[src/i2chs_defines.svh]
`ifndef I2CHS_DEFINES_SVH
`define I2CHS_DEFINES_SVH

// Baud generator width and reload reset value
`define I2CHS_BRG_W        8
`define I2CHS_BRG_RST      8'h00

// Byte and bit counting
`define I2CHS_BYTE_W       8
`define I2CHS_BYTE_RST     8'h00
`define I2CHS_MSB          7
`define I2CHS_BCNT_W       4
`define I2CHS_BCNT_RST     4'h0
`define I2CHS_BCNT_ONE     4'h1
`define I2CHS_TX_ACK_BIT   4'h8
`define I2CHS_RX_LAST_BIT  4'h7

`endif

[src/i2chs_pkg.sv]
`include "i2chs_defines.svh"

package i2chs_pkg;

  typedef enum logic [3:0] {
    I2CHS_IDLE    = 4'h0,
    I2CHS_ST_WAIT = 4'h1,
    I2CHS_ST_HOLD = 4'h2,
    I2CHS_RS_LOW  = 4'h3,
    I2CHS_RS_SDA  = 4'h4,
    I2CHS_RS_REL  = 4'h5,
    I2CHS_RS_HI   = 4'h6,
    I2CHS_RS_SDL  = 4'h7,
    I2CHS_TX_LOW  = 4'h8,
    I2CHS_TX_HIGH = 4'h9,
    I2CHS_RX_LOW  = 4'hA,
    I2CHS_RX_HIGH = 4'hB,
    I2CHS_AK_LOW  = 4'hC,
    I2CHS_AK_HIGH = 4'hD
  } i2chs_state_t;

  // Software commands, each a one-cycle pulse except ack_value_select
  typedef struct packed {
    logic start_request;
    logic restart_request;
    logic receive_request;
    logic ack_sequence_request;
    logic ack_value_select;
    logic buf_write;
    logic buf_read;
    logic clr_port_event;
    logic clr_bus_collision;
    logic clr_write_collision;
  } i2chs_cmd_t;

  // Status seen by software, all from flip-flops
  typedef struct packed {
    logic start_request;
    logic restart_request;
    logic receive_request;
    logic ack_sequence_request;
    logic start_seen;
    logic buffer_full;
    logic write_collision;
    logic port_event_flag;
    logic bus_collision_flag;
    logic ack_received_status;
  } i2chs_status_t;

endpackage

[src/i2chs_sequencer.sv]
//
// Contract
// - Start request with both lines high reloads and starts the baud generator.
// - Lines still high at timeout: drive SDA low, set start-seen.
// - One period later clear start request, stop generator, hold SDA, event.
// - Lines low at start, or SCL low before SDA falls: collision, idle.
// - Idle restart pulls SCL low, then loads generator and frees SDA.
// - Restart: free SCL, both high one period, SDA low, SCL low.
// - Restart sets start-seen as SDA is driven low, event flag only after timeout.
// - Restart request during any other activity is ignored.
// - Restart collision: SDA low as SCL rises, or SCL falls early.
// - Buffer write in host mode sets buffer-full and starts shifting.
// - Bits change in the same cycle SCL falls; SCL low one period, high one period.
// - After eighth clock clear buffer-full and release SDA for acknowledge.
// - Ninth clock acknowledge goes to ack status: 0 acked, 1 not.
// - After ninth clock set event, stop generator, SCL low, SDA unchanged.
// - Address byte is seven bits plus read/write, all eight shifted.
// - Buffer write during transmit sets write collision, buffer kept.
// - Receive request ignored unless the sequencer is idle.
// - Receiving toggles SCL each rollover and shifts SDA in.
// - After eighth fall: clear request, load buffer, full, event, hold SCL.
// - Buffer read clears buffer-full; acknowledge may follow.
// - Released SCL stops generator until sampled high, then reloads.
// - Ack sequence: value on SDA, SCL low, high, low, request clears.
// - Buffer write during any sequence sets write collision.
`timescale 1ns/1ps
`default_nettype none
`include "i2chs_defines.svh"

module i2chs_sequencer #(
  parameter int BRG_W = `I2CHS_BRG_W
) (
  input  wire logic                     sys_clk,
  input  wire logic                     arst_n,
  input  wire logic                     enable,
  input  wire logic [BRG_W-1:0]         baud_reload,
  input  wire i2chs_pkg::i2chs_cmd_t    cmd,
  input  wire logic [`I2CHS_BYTE_W-1:0] buf_wdata,
  output logic [`I2CHS_BYTE_W-1:0]      buf_rdata,
  output i2chs_pkg::i2chs_status_t      status,
  output logic                          busy,
  input  wire logic                     scl_i,
  output logic                          scl_o,
  output logic                          scl_oe,
  input  wire logic                     sda_i,
  output logic                          sda_o,
  output logic                          sda_oe
);
  import i2chs_pkg::*;

  // ****************************************************************
  // Parameter check
  // ****************************************************************
  if (BRG_W < 2 || BRG_W > 16) begin : g_bad_brg_w
    $error("BRG_W must lie between 2 and 16");
  end

  // ****************************************************************
  // State
  // ****************************************************************
  typedef struct packed {
    i2chs_state_t            state;
    logic [BRG_W-1:0]        cnt;
    logic                    run;
    logic [`I2CHS_BCNT_W-1:0] bitn;
    logic [`I2CHS_BYTE_W-1:0] shreg;
    logic [`I2CHS_BYTE_W-1:0] xfer_buf;
    logic                    scl_drv;
    logic                    sda_drv;
    logic                    scl_m;
    logic                    scl_s;
    logic                    sda_m;
    logic                    sda_s;
    i2chs_status_t           st;
  } i2chs_regs_t;

  localparam i2chs_regs_t RESET_VAL = '{
    state:    I2CHS_IDLE,
    cnt:      '0,
    run:      1'b0,
    bitn:     `I2CHS_BCNT_RST,
    shreg:    `I2CHS_BYTE_RST,
    xfer_buf: `I2CHS_BYTE_RST,
    scl_drv:  1'b0,
    sda_drv:  1'b0,
    scl_m:    1'b1,
    scl_s:    1'b1,
    sda_m:    1'b1,
    sda_s:    1'b1,
    st:       '0
  };

  i2chs_regs_t r_r;
  i2chs_regs_t r_nxt;

  logic scl_hi;
  logic sda_hi;
  logic tmo;

  assign scl_hi = r_r.scl_s;
  assign sda_hi = r_r.sda_s;
  assign tmo    = r_r.run && (r_r.cnt == '0);

  // High phases that wait on a released SCL
  function automatic logic high_phase(input i2chs_state_t s);
    return (s == I2CHS_TX_HIGH) || (s == I2CHS_RX_HIGH) ||
           (s == I2CHS_AK_HIGH);
  endfunction

  // ****************************************************************
  // Next state
  // ****************************************************************
  always_comb begin
    r_nxt = r_r;
    r_nxt.scl_m = scl_i;
    r_nxt.scl_s = r_r.scl_m;
    r_nxt.sda_m = sda_i;
    r_nxt.sda_s = r_r.sda_m;

    // Baud generator count-down
    if (r_r.run && !tmo) begin
      r_nxt.cnt = r_r.cnt - 1'b1;
    end

    // Software clears first so that a same-cycle hardware set wins
    if (cmd.clr_port_event) begin
      r_nxt.st.port_event_flag = 1'b0;
    end
    if (cmd.clr_bus_collision) begin
      r_nxt.st.bus_collision_flag = 1'b0;
    end
    if (cmd.clr_write_collision) begin
      r_nxt.st.write_collision = 1'b0;
    end
    if (cmd.buf_read && r_r.state != I2CHS_TX_LOW &&
        r_r.state != I2CHS_TX_HIGH) begin
      r_nxt.st.buffer_full = 1'b0;
    end

    // Clock stretching: count only once SCL is seen high
    if (high_phase(r_r.state) && !r_r.run && scl_hi) begin
      r_nxt.cnt = baud_reload;
      r_nxt.run = 1'b1;
    end

    // Buffer writes outside idle are refused
    if (cmd.buf_write && r_r.state != I2CHS_IDLE) begin
      r_nxt.st.write_collision = 1'b1;
    end

    unique case (r_r.state)
      I2CHS_IDLE: begin
        if (cmd.start_request) begin
          if (scl_hi && sda_hi) begin
            r_nxt.st.start_request = 1'b1;
            r_nxt.cnt   = baud_reload;
            r_nxt.run   = 1'b1;
            r_nxt.state = I2CHS_ST_WAIT;
          end else begin
            r_nxt.st.bus_collision_flag = 1'b1;
          end
        end else if (cmd.restart_request) begin
          r_nxt.st.restart_request = 1'b1;
          r_nxt.scl_drv = 1'b1;
          r_nxt.state   = I2CHS_RS_LOW;
        end else if (cmd.receive_request) begin
          r_nxt.st.receive_request = 1'b1;
          r_nxt.sda_drv = 1'b0;
          r_nxt.scl_drv = 1'b1;
          r_nxt.bitn    = `I2CHS_BCNT_RST;
          r_nxt.cnt     = baud_reload;
          r_nxt.run     = 1'b1;
          r_nxt.state   = I2CHS_RX_LOW;
        end else if (cmd.ack_sequence_request) begin
          r_nxt.st.ack_sequence_request = 1'b1;
          r_nxt.sda_drv = !cmd.ack_value_select;
          r_nxt.scl_drv = 1'b1;
          r_nxt.cnt     = baud_reload;
          r_nxt.run     = 1'b1;
          r_nxt.state   = I2CHS_AK_LOW;
        end else if (cmd.buf_write) begin
          r_nxt.xfer_buf = buf_wdata;
          r_nxt.shreg    = buf_wdata;
          r_nxt.st.buffer_full = 1'b1;
          r_nxt.sda_drv  = !buf_wdata[`I2CHS_MSB];
          r_nxt.scl_drv  = 1'b1;
          r_nxt.bitn     = `I2CHS_BCNT_RST;
          r_nxt.cnt      = baud_reload;
          r_nxt.run      = 1'b1;
          r_nxt.state    = I2CHS_TX_LOW;
        end
      end

      I2CHS_ST_WAIT: begin
        if (!scl_hi) begin
          r_nxt.st.bus_collision_flag = 1'b1;
          r_nxt.st.start_request = 1'b0;
          r_nxt.run   = 1'b0;
          r_nxt.state = I2CHS_IDLE;
        end else if (tmo) begin
          if (sda_hi) begin
            r_nxt.sda_drv = 1'b1;
            r_nxt.st.start_seen = 1'b1;
            r_nxt.cnt   = baud_reload;
            r_nxt.state = I2CHS_ST_HOLD;
          end else begin
            r_nxt.st.bus_collision_flag = 1'b1;
            r_nxt.st.start_request = 1'b0;
            r_nxt.run   = 1'b0;
            r_nxt.state = I2CHS_IDLE;
          end
        end
      end

      I2CHS_ST_HOLD: begin
        if (tmo) begin
          r_nxt.st.start_request   = 1'b0;
          r_nxt.st.port_event_flag = 1'b1;
          r_nxt.run   = 1'b0;
          r_nxt.state = I2CHS_IDLE;
        end
      end

      I2CHS_RS_LOW: begin
        if (!scl_hi) begin
          r_nxt.sda_drv = 1'b0;
          r_nxt.cnt     = baud_reload;
          r_nxt.run     = 1'b1;
          r_nxt.state   = I2CHS_RS_SDA;
        end
      end

      I2CHS_RS_SDA: begin
        // Freed SDA reaches the synchroniser two clocks late, so a short
        // period waits for it; a stuck SDA holds here until disable
        if (tmo) begin
          r_nxt.run = 1'b0;
        end
        if ((tmo || !r_r.run) && sda_hi) begin
          r_nxt.scl_drv = 1'b0;
          r_nxt.state   = I2CHS_RS_REL;
        end
      end

      I2CHS_RS_REL: begin
        if (scl_hi) begin
          if (sda_hi) begin
            r_nxt.cnt   = baud_reload;
            r_nxt.run   = 1'b1;
            r_nxt.state = I2CHS_RS_HI;
          end else begin
            r_nxt.st.bus_collision_flag = 1'b1;
            r_nxt.st.restart_request = 1'b0;
            r_nxt.state = I2CHS_IDLE;
          end
        end
      end

      I2CHS_RS_HI: begin
        if (!scl_hi) begin
          r_nxt.st.bus_collision_flag = 1'b1;
          r_nxt.st.restart_request = 1'b0;
          r_nxt.run   = 1'b0;
          r_nxt.state = I2CHS_IDLE;
        end else if (tmo) begin
          r_nxt.sda_drv = 1'b1;
          r_nxt.st.start_seen = 1'b1;
          r_nxt.cnt   = baud_reload;
          r_nxt.state = I2CHS_RS_SDL;
        end
      end

      I2CHS_RS_SDL: begin
        if (tmo) begin
          r_nxt.scl_drv = 1'b1;
          r_nxt.st.restart_request = 1'b0;
          r_nxt.st.port_event_flag = 1'b1;
          r_nxt.run   = 1'b0;
          r_nxt.state = I2CHS_IDLE;
        end
      end

      I2CHS_TX_LOW: begin
        if (tmo) begin
          r_nxt.scl_drv = 1'b0;
          r_nxt.run     = 1'b0;
          r_nxt.state   = I2CHS_TX_HIGH;
        end
      end

      I2CHS_TX_HIGH: begin
        if (tmo) begin
          r_nxt.scl_drv = 1'b1;
          if (r_r.bitn == `I2CHS_TX_ACK_BIT) begin
            r_nxt.st.ack_received_status = sda_hi;
            r_nxt.st.port_event_flag = 1'b1;
            r_nxt.run   = 1'b0;
            r_nxt.state = I2CHS_IDLE;
          end else begin
            r_nxt.bitn  = r_r.bitn + `I2CHS_BCNT_ONE;
            r_nxt.shreg = {r_r.shreg[`I2CHS_MSB-1:0], 1'b0};
            if (r_r.bitn == `I2CHS_RX_LAST_BIT) begin
              r_nxt.st.buffer_full = 1'b0;
              r_nxt.sda_drv = 1'b0;
            end else begin
              r_nxt.sda_drv = !r_r.shreg[`I2CHS_MSB-1];
            end
            r_nxt.cnt   = baud_reload;
            r_nxt.state = I2CHS_TX_LOW;
          end
        end
      end

      I2CHS_RX_LOW: begin
        if (tmo) begin
          r_nxt.scl_drv = 1'b0;
          r_nxt.run     = 1'b0;
          r_nxt.state   = I2CHS_RX_HIGH;
        end
      end

      I2CHS_RX_HIGH: begin
        if (tmo) begin
          r_nxt.scl_drv = 1'b1;
          r_nxt.shreg = {r_r.shreg[`I2CHS_MSB-1:0], sda_hi};
          r_nxt.bitn  = r_r.bitn + `I2CHS_BCNT_ONE;
          if (r_r.bitn == `I2CHS_RX_LAST_BIT) begin
            r_nxt.st.receive_request = 1'b0;
            r_nxt.xfer_buf = {r_r.shreg[`I2CHS_MSB-1:0], sda_hi};
            r_nxt.st.buffer_full     = 1'b1;
            r_nxt.st.port_event_flag = 1'b1;
            r_nxt.run   = 1'b0;
            r_nxt.state = I2CHS_IDLE;
          end else begin
            r_nxt.cnt   = baud_reload;
            r_nxt.state = I2CHS_RX_LOW;
          end
        end
      end

      I2CHS_AK_LOW: begin
        if (tmo) begin
          r_nxt.scl_drv = 1'b0;
          r_nxt.run     = 1'b0;
          r_nxt.state   = I2CHS_AK_HIGH;
        end
      end

      I2CHS_AK_HIGH: begin
        if (tmo) begin
          r_nxt.scl_drv = 1'b1;
          r_nxt.st.ack_sequence_request = 1'b0;
          r_nxt.st.port_event_flag = 1'b1;
          r_nxt.run   = 1'b0;
          r_nxt.state = I2CHS_IDLE;
        end
      end

      default: begin
        r_nxt.state = I2CHS_IDLE;
      end
    endcase

    // Disable wins over everything, keeps pin samples fresh
    if (!enable) begin
      r_nxt       = RESET_VAL;
      r_nxt.scl_m = scl_i;
      r_nxt.scl_s = r_r.scl_m;
      r_nxt.sda_m = sda_i;
      r_nxt.sda_s = r_r.sda_m;
    end
  end

  // ****************************************************************
  // Registers
  // ****************************************************************
  always_ff @(posedge sys_clk or negedge arst_n) begin
    if (!arst_n) begin
      r_r <= RESET_VAL;
    end else begin
      r_r <= r_nxt;
    end
  end

  // ****************************************************************
  // Outputs
  // ****************************************************************
  // Open-drain: only ever pull low
  assign scl_o     = 1'b0;
  assign sda_o     = 1'b0;
  assign scl_oe    = r_r.scl_drv;
  assign sda_oe    = r_r.sda_drv;
  assign buf_rdata = r_r.xfer_buf;
  assign status    = r_r.st;
  assign busy      = (r_r.state != I2CHS_IDLE);

endmodule
`default_nettype wire

[config.mk]
export PLATFORM = sky130hd
export DESIGN_NAME = i2chs_sequencer
export DESIGN_NICKNAME = d
export VERILOG_FILES = /design/src/i2chs_pkg.sv /design/src/i2chs_sequencer.sv
export VERILOG_INCLUDE_DIRS = /design/src
export SDC_FILE = /design/constraint.sdc
export NUM_CORES = 1
export LEC_CHECK = 0
export BUFFER_PORTS_ARGS = -buffer_cell sky130_fd_sc_hd__buf_2
export CORE_MARGIN = 8
export CORE_UTILIZATION = 29
export CTS_CLUSTER_DIAMETER = 30
export CTS_CLUSTER_SIZE = 28
export DETAILED_ROUTE_END_ITERATION = 10
export HOLD_SLACK_MARGIN = 0.12
export SLEW_MARGIN = 30
export SYNTH_ARGS = -nofsm -noshare
export SYNTH_HDL_FRONTEND = slang
export SYNTH_SLANG_ARGS = --single-unit
[constraint.sdc]
create_clock -name sys_clk -period 3.5 [get_ports sys_clk]
set_input_delay 1.05 -clock sys_clk [delete_from_list [all_inputs] [get_ports sys_clk]]
set_output_delay 1.05 -clock sys_clk [all_outputs]
set_load 0.05 [all_outputs]
## After elaboration in Yosys (flattened, before gate mapping)

Index checks and enable logic that the tools add are counted.
W data, S select, Z words.

| storage, ports and cells | value |
|---|---|
| bits in registers | 48 |
| bits of input ports | 31 |

| cells by class | value |
|---|---|
| add/sub/neg operators | 2 |
| equality and inequality tests | 71 |
| multiplexer cells | 127 |
| reduce and logical (&&, ||, !) cells | 36 |

Operators with widths:

| kind | number |
|---|---|
| $mux W35 | 6 |
| $mux W20 | 5 |
| $ne A3 B3 Y1 const B | 29 |
| $mux W13 | 6 |
| $mux W1 | 60 |
| $mux W8 | 7 |
| $pmux W8 S7 | 1 |
| $mux W49 | 1 |
| $pmux W4 S12 | 1 |
| $mux W4 | 10 |
| $pmux W12 S3 | 1 |
| $mux W34 | 1 |
| $ne A4 B4 Y1 const B | 8 |
| $mux W29 | 1 |
| $eq A4 B4 Y1 const B | 7 |
| $mux W25 | 1 |
| $mux W12 | 2 |
| $reduce_and A6 Y1 | 4 |
| $reduce_and A8 Y1 | 3 |
| $mux W22 | 1 |
| $eq A4 B3 Y1 const B | 5 |
| $mux W9 | 2 |
| $mux W17 | 1 |
| $mux W16 | 1 |
| 37 further kinds | 72 |

## Logic depth before layout (Yosys ltp)

| logic depth | value |
|---|---|
| depth in word-level cells | 22 |
| gate-level depth with buffers | 10 |
| gate-level depth less buffers | 8 |

## Least setup slack after synthesis

OpenSTA, ideal clock, no wires.

| path | value |
|---|---|
| kind | input to register |
| start point | input port cmd[9] in the netlist's numbering |
| end point | register r_r[46] in the netlist's numbering |
| setup time | 0.128 ns |
| arrival | 2.561 ns |
| required time | 3.372 ns |
| path slack | 0.812 ns |
| stages | 7 |
| cell sequence | buf_2 -> or3b_1 -> a211oi_1 -> a31oi_1 -> a2bb2oi_1 -> o211ai_2 -> mux2_1 |

| on the way | value |
|---|---|
| word-level cells in the longest chain between the ends | 3 |
| elaborated cells between the ends (all ways) | 6 |
| classes of those cells | eq/ne: 2; mux: 3; reduce/logical: 1 |

Ends and longest elaborated chain:

| what | RTL line | RTL |
|---|---|---|
| start: declaration | i2chs_sequencer.sv:37 | `input wire i2chs_pkg::i2chs_cmd_t cmd,` |
| $mux W13 | i2chs_sequencer.sv:153 | `if (cmd.start_request) begin` |
| $pmux W4 S12 | i2chs_sequencer.sv:151 | `unique case (r_r.state)` |
| $mux W49 | i2chs_sequencer.sv:365 | `if (!enable) begin` |
| end signal: assignment | i2chs_sequencer.sv:381 | `r_r <= r_nxt;` |
| end: declaration | i2chs_sequencer.sv:93 | `i2chs_regs_t r_r;` |

Parallel ways exist; a longest one is shown, timed or not.
A chain may end at the register's enable or synchronous reset.

## Final worst setup path

| path | value |
|---|---|
| start point | register r_r[45] in the netlist's numbering |
| end point | output port busy |

| on the way | value |
|---|---|
| word-level cells in the longest chain between the ends | 1 |

Ends and longest elaborated chain:

| what | RTL line | RTL |
|---|---|---|
| $reduce_bool A4 Y1 | i2chs_sequencer.sv:395 | `assign busy = (r_r.state != I2CHS_IDLE);` |
| end: declaration | i2chs_sequencer.sv:41 | `output logic busy,` |

No other way between the ends.

==> flow_metrics.env <==
export IMPL_status="finished, final reports clean"
export IMPL_p_per_area_nw_per_um2=623
export IMPL_fin_crit_sh_pct=82.6
export IMPL_clkLatencyLatePin_ns=0.30
export IMPL_cpMaxStageDelayCell="or4_1"
export IMPL_io_pins=54
export IMPL_ys_top_cells_by_area="dfrtp_1 29%, a21oi_1 5.4%, buf_4 4.7%"
export IMPL_highest_layer="met4"
export IMPL_synth_top_cell_area_share_pct=28.7
export IMPL_netlist_area_um2=3830
export IMPL_htreeDepth=2
export IMPL_dpl_cell_area_um2=4120
export IMPL_route_detailed_drc=0
export IMPL_syn_inst=473
export IMPL_grt_usage_pct=14.4
export IMPL_clk_pin_slew_worst_paths_ns=0.07
export IMPL_antenna_left=0
export IMPL_die_h_um=131
export IMPL_vias=3719
export IMPL_placementRows=42
export IMPL_setup_viol=0
export IMPL_relSlewSlack_pct=38.9
export IMPL_yosysSeqAreaShare_pct=31.5
export IMPL_async_flop_share_pct=100
export IMPL_portBuffers=51
export IMPL_post_route_min_period_ns=2.89
export IMPL_cp_end_kind="output port"
export IMPL_grt_pass1_vias=3609
export IMPL_hpwl_um=8930
export IMPL_rr_endpoint="r_r[26]$_DFFE_PN0P_"
export IMPL_grt_ovfl_total=0
export IMPL_crit_buf_inv=1
export IMPL_drt_total_wl_um=12200
export IMPL_via_per_inst=5.55
export IMPL_drt_met1_wl_um=5410
export IMPL_critical_path_cell_count=2
export IMPL_yosys_warnings=0
export IMPL_start_kind="register"
export IMPL_hold_buffers=0
export IMPL_cts_root_buffer="clkbuf_16"
export IMPL_wl_per_cell_um=18.2
export IMPL_total_power_mw=2.67
export IMPL_worstSetupPathType="reg2out"
export IMPL_gp_congestion=0.935
export IMPL_finalSetupTns_ns=0
export IMPL_dp_worst_setup_slack_ns=0.641
export IMPL_start_util_pct=29.3
export IMPL_ys_flop_type="dfrtp_1"
export IMPL_clk_path_buf_depth=2
export IMPL_synth_edf_count=0
export IMPL_rrSetupSlack_ns=0.80
export IMPL_grt_pass1_wl_um=19500
export IMPL_drive_above_1_share_pct=21.5
export IMPL_die_area_um2=17200
export IMPL_hold_class="reg2reg"
export IMPL_numCtsBuffers=5
export IMPL_final_util_pct=32.8
export IMPL_layout_nets=528
export IMPL_die_width_um=131
export IMPL_slew_violations=0
export IMPL_cp_top_family="simple AND/OR/NAND/NOR gates"
export IMPL_reg2reg_depth=6
export IMPL_synth_most_common_cell="dfrtp_1"
export IMPL_syn2layout_area_growth_pct=11.8
export IMPL_synth_seq_cells=48
export IMPL_ir_worst_vdd_mv=0.268
export IMPL_nFillCells=1356
export IMPL_cts_tree="done"
export IMPL_final_cell_area_um2=4290
export IMPL_clock_sinks=48
export IMPL_post_cts_buffers=0
export IMPL_coreArea_um2=13100
export IMPL_avgSynthCellArea_um2=8.11
export IMPL_grt_setup_unrepaired="false"
export IMPL_wl_met2_um=5550
export IMPL_synth_common_cells="44 x dfrtp_1, 42 x nand2_1, 41 x a21oi_1"
export IMPL_worstReg2RegStart="r_r[45]$_DFFE_PN0P_"
export IMPL_antenna_cells=0
export IMPL_leakage_nw=1.81
export IMPL_wl_met3_um=938
export IMPL_crit_fanout=23
export IMPL_finClkSkew_ns=0.00902
export IMPL_antenna_found_initial=0
export IMPL_finalHoldViolations=0
export IMPL_fmax_mhz=346
export IMPL_crit_path_start="r_r[45]$_DFFE_PN0P_"
export IMPL_crit_arrival_ns=1.84
export IMPL_slowest_delay_ns=0.66
export IMPL_first_pass_iters=5
export IMPL_required_ns=2.45
export IMPL_tightest_slew_ns=0.915
export IMPL_crit_end="busy"
export IMPL_max_cap_viol_count=0
export IMPL_yosys_cell_types_count=76
export IMPL_grt_start_max_net_pins=49
export IMPL_drt_iter0_markers=464
export IMPL_setup_ws_ns=0.609
export IMPL_synth_largest_area_cell="dfrtp_1"
export IMPL_path_cells="or4_1 > buf_2"
export IMPL_postCtsResizedCells=0
export IMPL_worstHoldStart="r_r[11]$_DFF_PN1_"
[placed cells by master (no fill, tap or decap), types with 3 or more instances in the layout]
cell and instances:
a211oi_1 6, a21o_1 3, a21oi_1 41, a31oi_1 17
and3_1 11, buf_2 51, buf_4 16, clkbuf_16 5
dfrtp_1 44, dfstp_2 4, ha_1 4, inv_1 15
mux2_1 4, mux2_2 9, mux2i_1 7, nand2_1 42
nand2b_1 5, nand3_1 31, nand4_1 4, nor2_1 33
nor2b_1 9, nor3_1 10, o211ai_1 6, o21a_1 4
o21ai_0 20, o21ai_1 6, o221ai_1 5, o31ai_1 9
or2_2 3, or3_1 3, xnor2_1 4
[worst min-delay path by stage]
stage,endpoint,slack [ns],cells past startpoint
after global routing,scl_hi$_DFF_PN1_,0.36,0
after CTS,sda_hi$_DFF_PN1_,0.36,0
after detailed placement,sda_hi$_DFF_PN1_,0.35,0
final,sda_hi$_DFF_PN1_,0.36,0
after floorplan,scl_hi$_DFF_PN1_,0.35,0
after global placement,sda_hi$_DFF_PN1_,0.35,0
[worst reg2reg max path, stage by stage, from the launching register on]
cell and delay (ns):
dfrtp_1 0.81, nand2_1 0.34, or2_1 0.45, nor2_1 0.25, o21ai_1 0.10, nand2_1 0.26
mux2_2 0.38
[power by group]
group          total, mW  internal (mW)  switching, mW
clock network      0.563          0.340          0.223
registers          0.792          0.640          0.152
logic               1.32          0.486          0.831
total               2.67           1.47           1.21
[cell type report]
cell class	instances	area, um2	area share (%)
inverters	16	60.1	1.40
clock inverters	3	46.3	1.08
repair buffers	67	375	8.76
multi-input cells	355	2250	52.6
flip-flops and latches	48	1210	28.1
clock buffers	5	125	2.92
well taps	176	220	5.14
[routing by layer]
metal  global-route usage [%]  vias up
met5                        0        -
li1                         -     1759
met1                     19.3     1758
met3                     2.15       25
met4                     6.28        0
met2                     22.5      177
[per-stage QoR]
stage / hold slack, ns / cells
6_report: 0.356 / 670
5_1_grt: 0.363 / 670
3_5_place_dp: 0.347 / 662
2_1_floorplan: 0.345 / 474
3_3_place_gp: 0.346 / 662
4_1_cts: 0.357 / 670
[flip-flops by register name, summed over array words and instances (netlist names)]
register / flops
status: 10
sda_oe: 1
sda_hi: 1
scl_oe: 1
r_r: 26
buf_rdata: 8
scl_hi: 1
[logic make-up after synthesis]
logic type               after synthesis  share of synthesized area [%]
AO/OA/AOI/OAI                        145                           25.0
XOR/XNOR                               4                          0.914
adder cells (fa/ha/maj)                4                           1.31
buffers and inverters                 71                           9.86
flip-flops                            48                           31.5
multiplexers                          20                           5.65
other                                  1                         0.0978
AND/OR/NAND/NOR                      180                           25.7
Note: power is estimated with default switching activity, not from simulation.
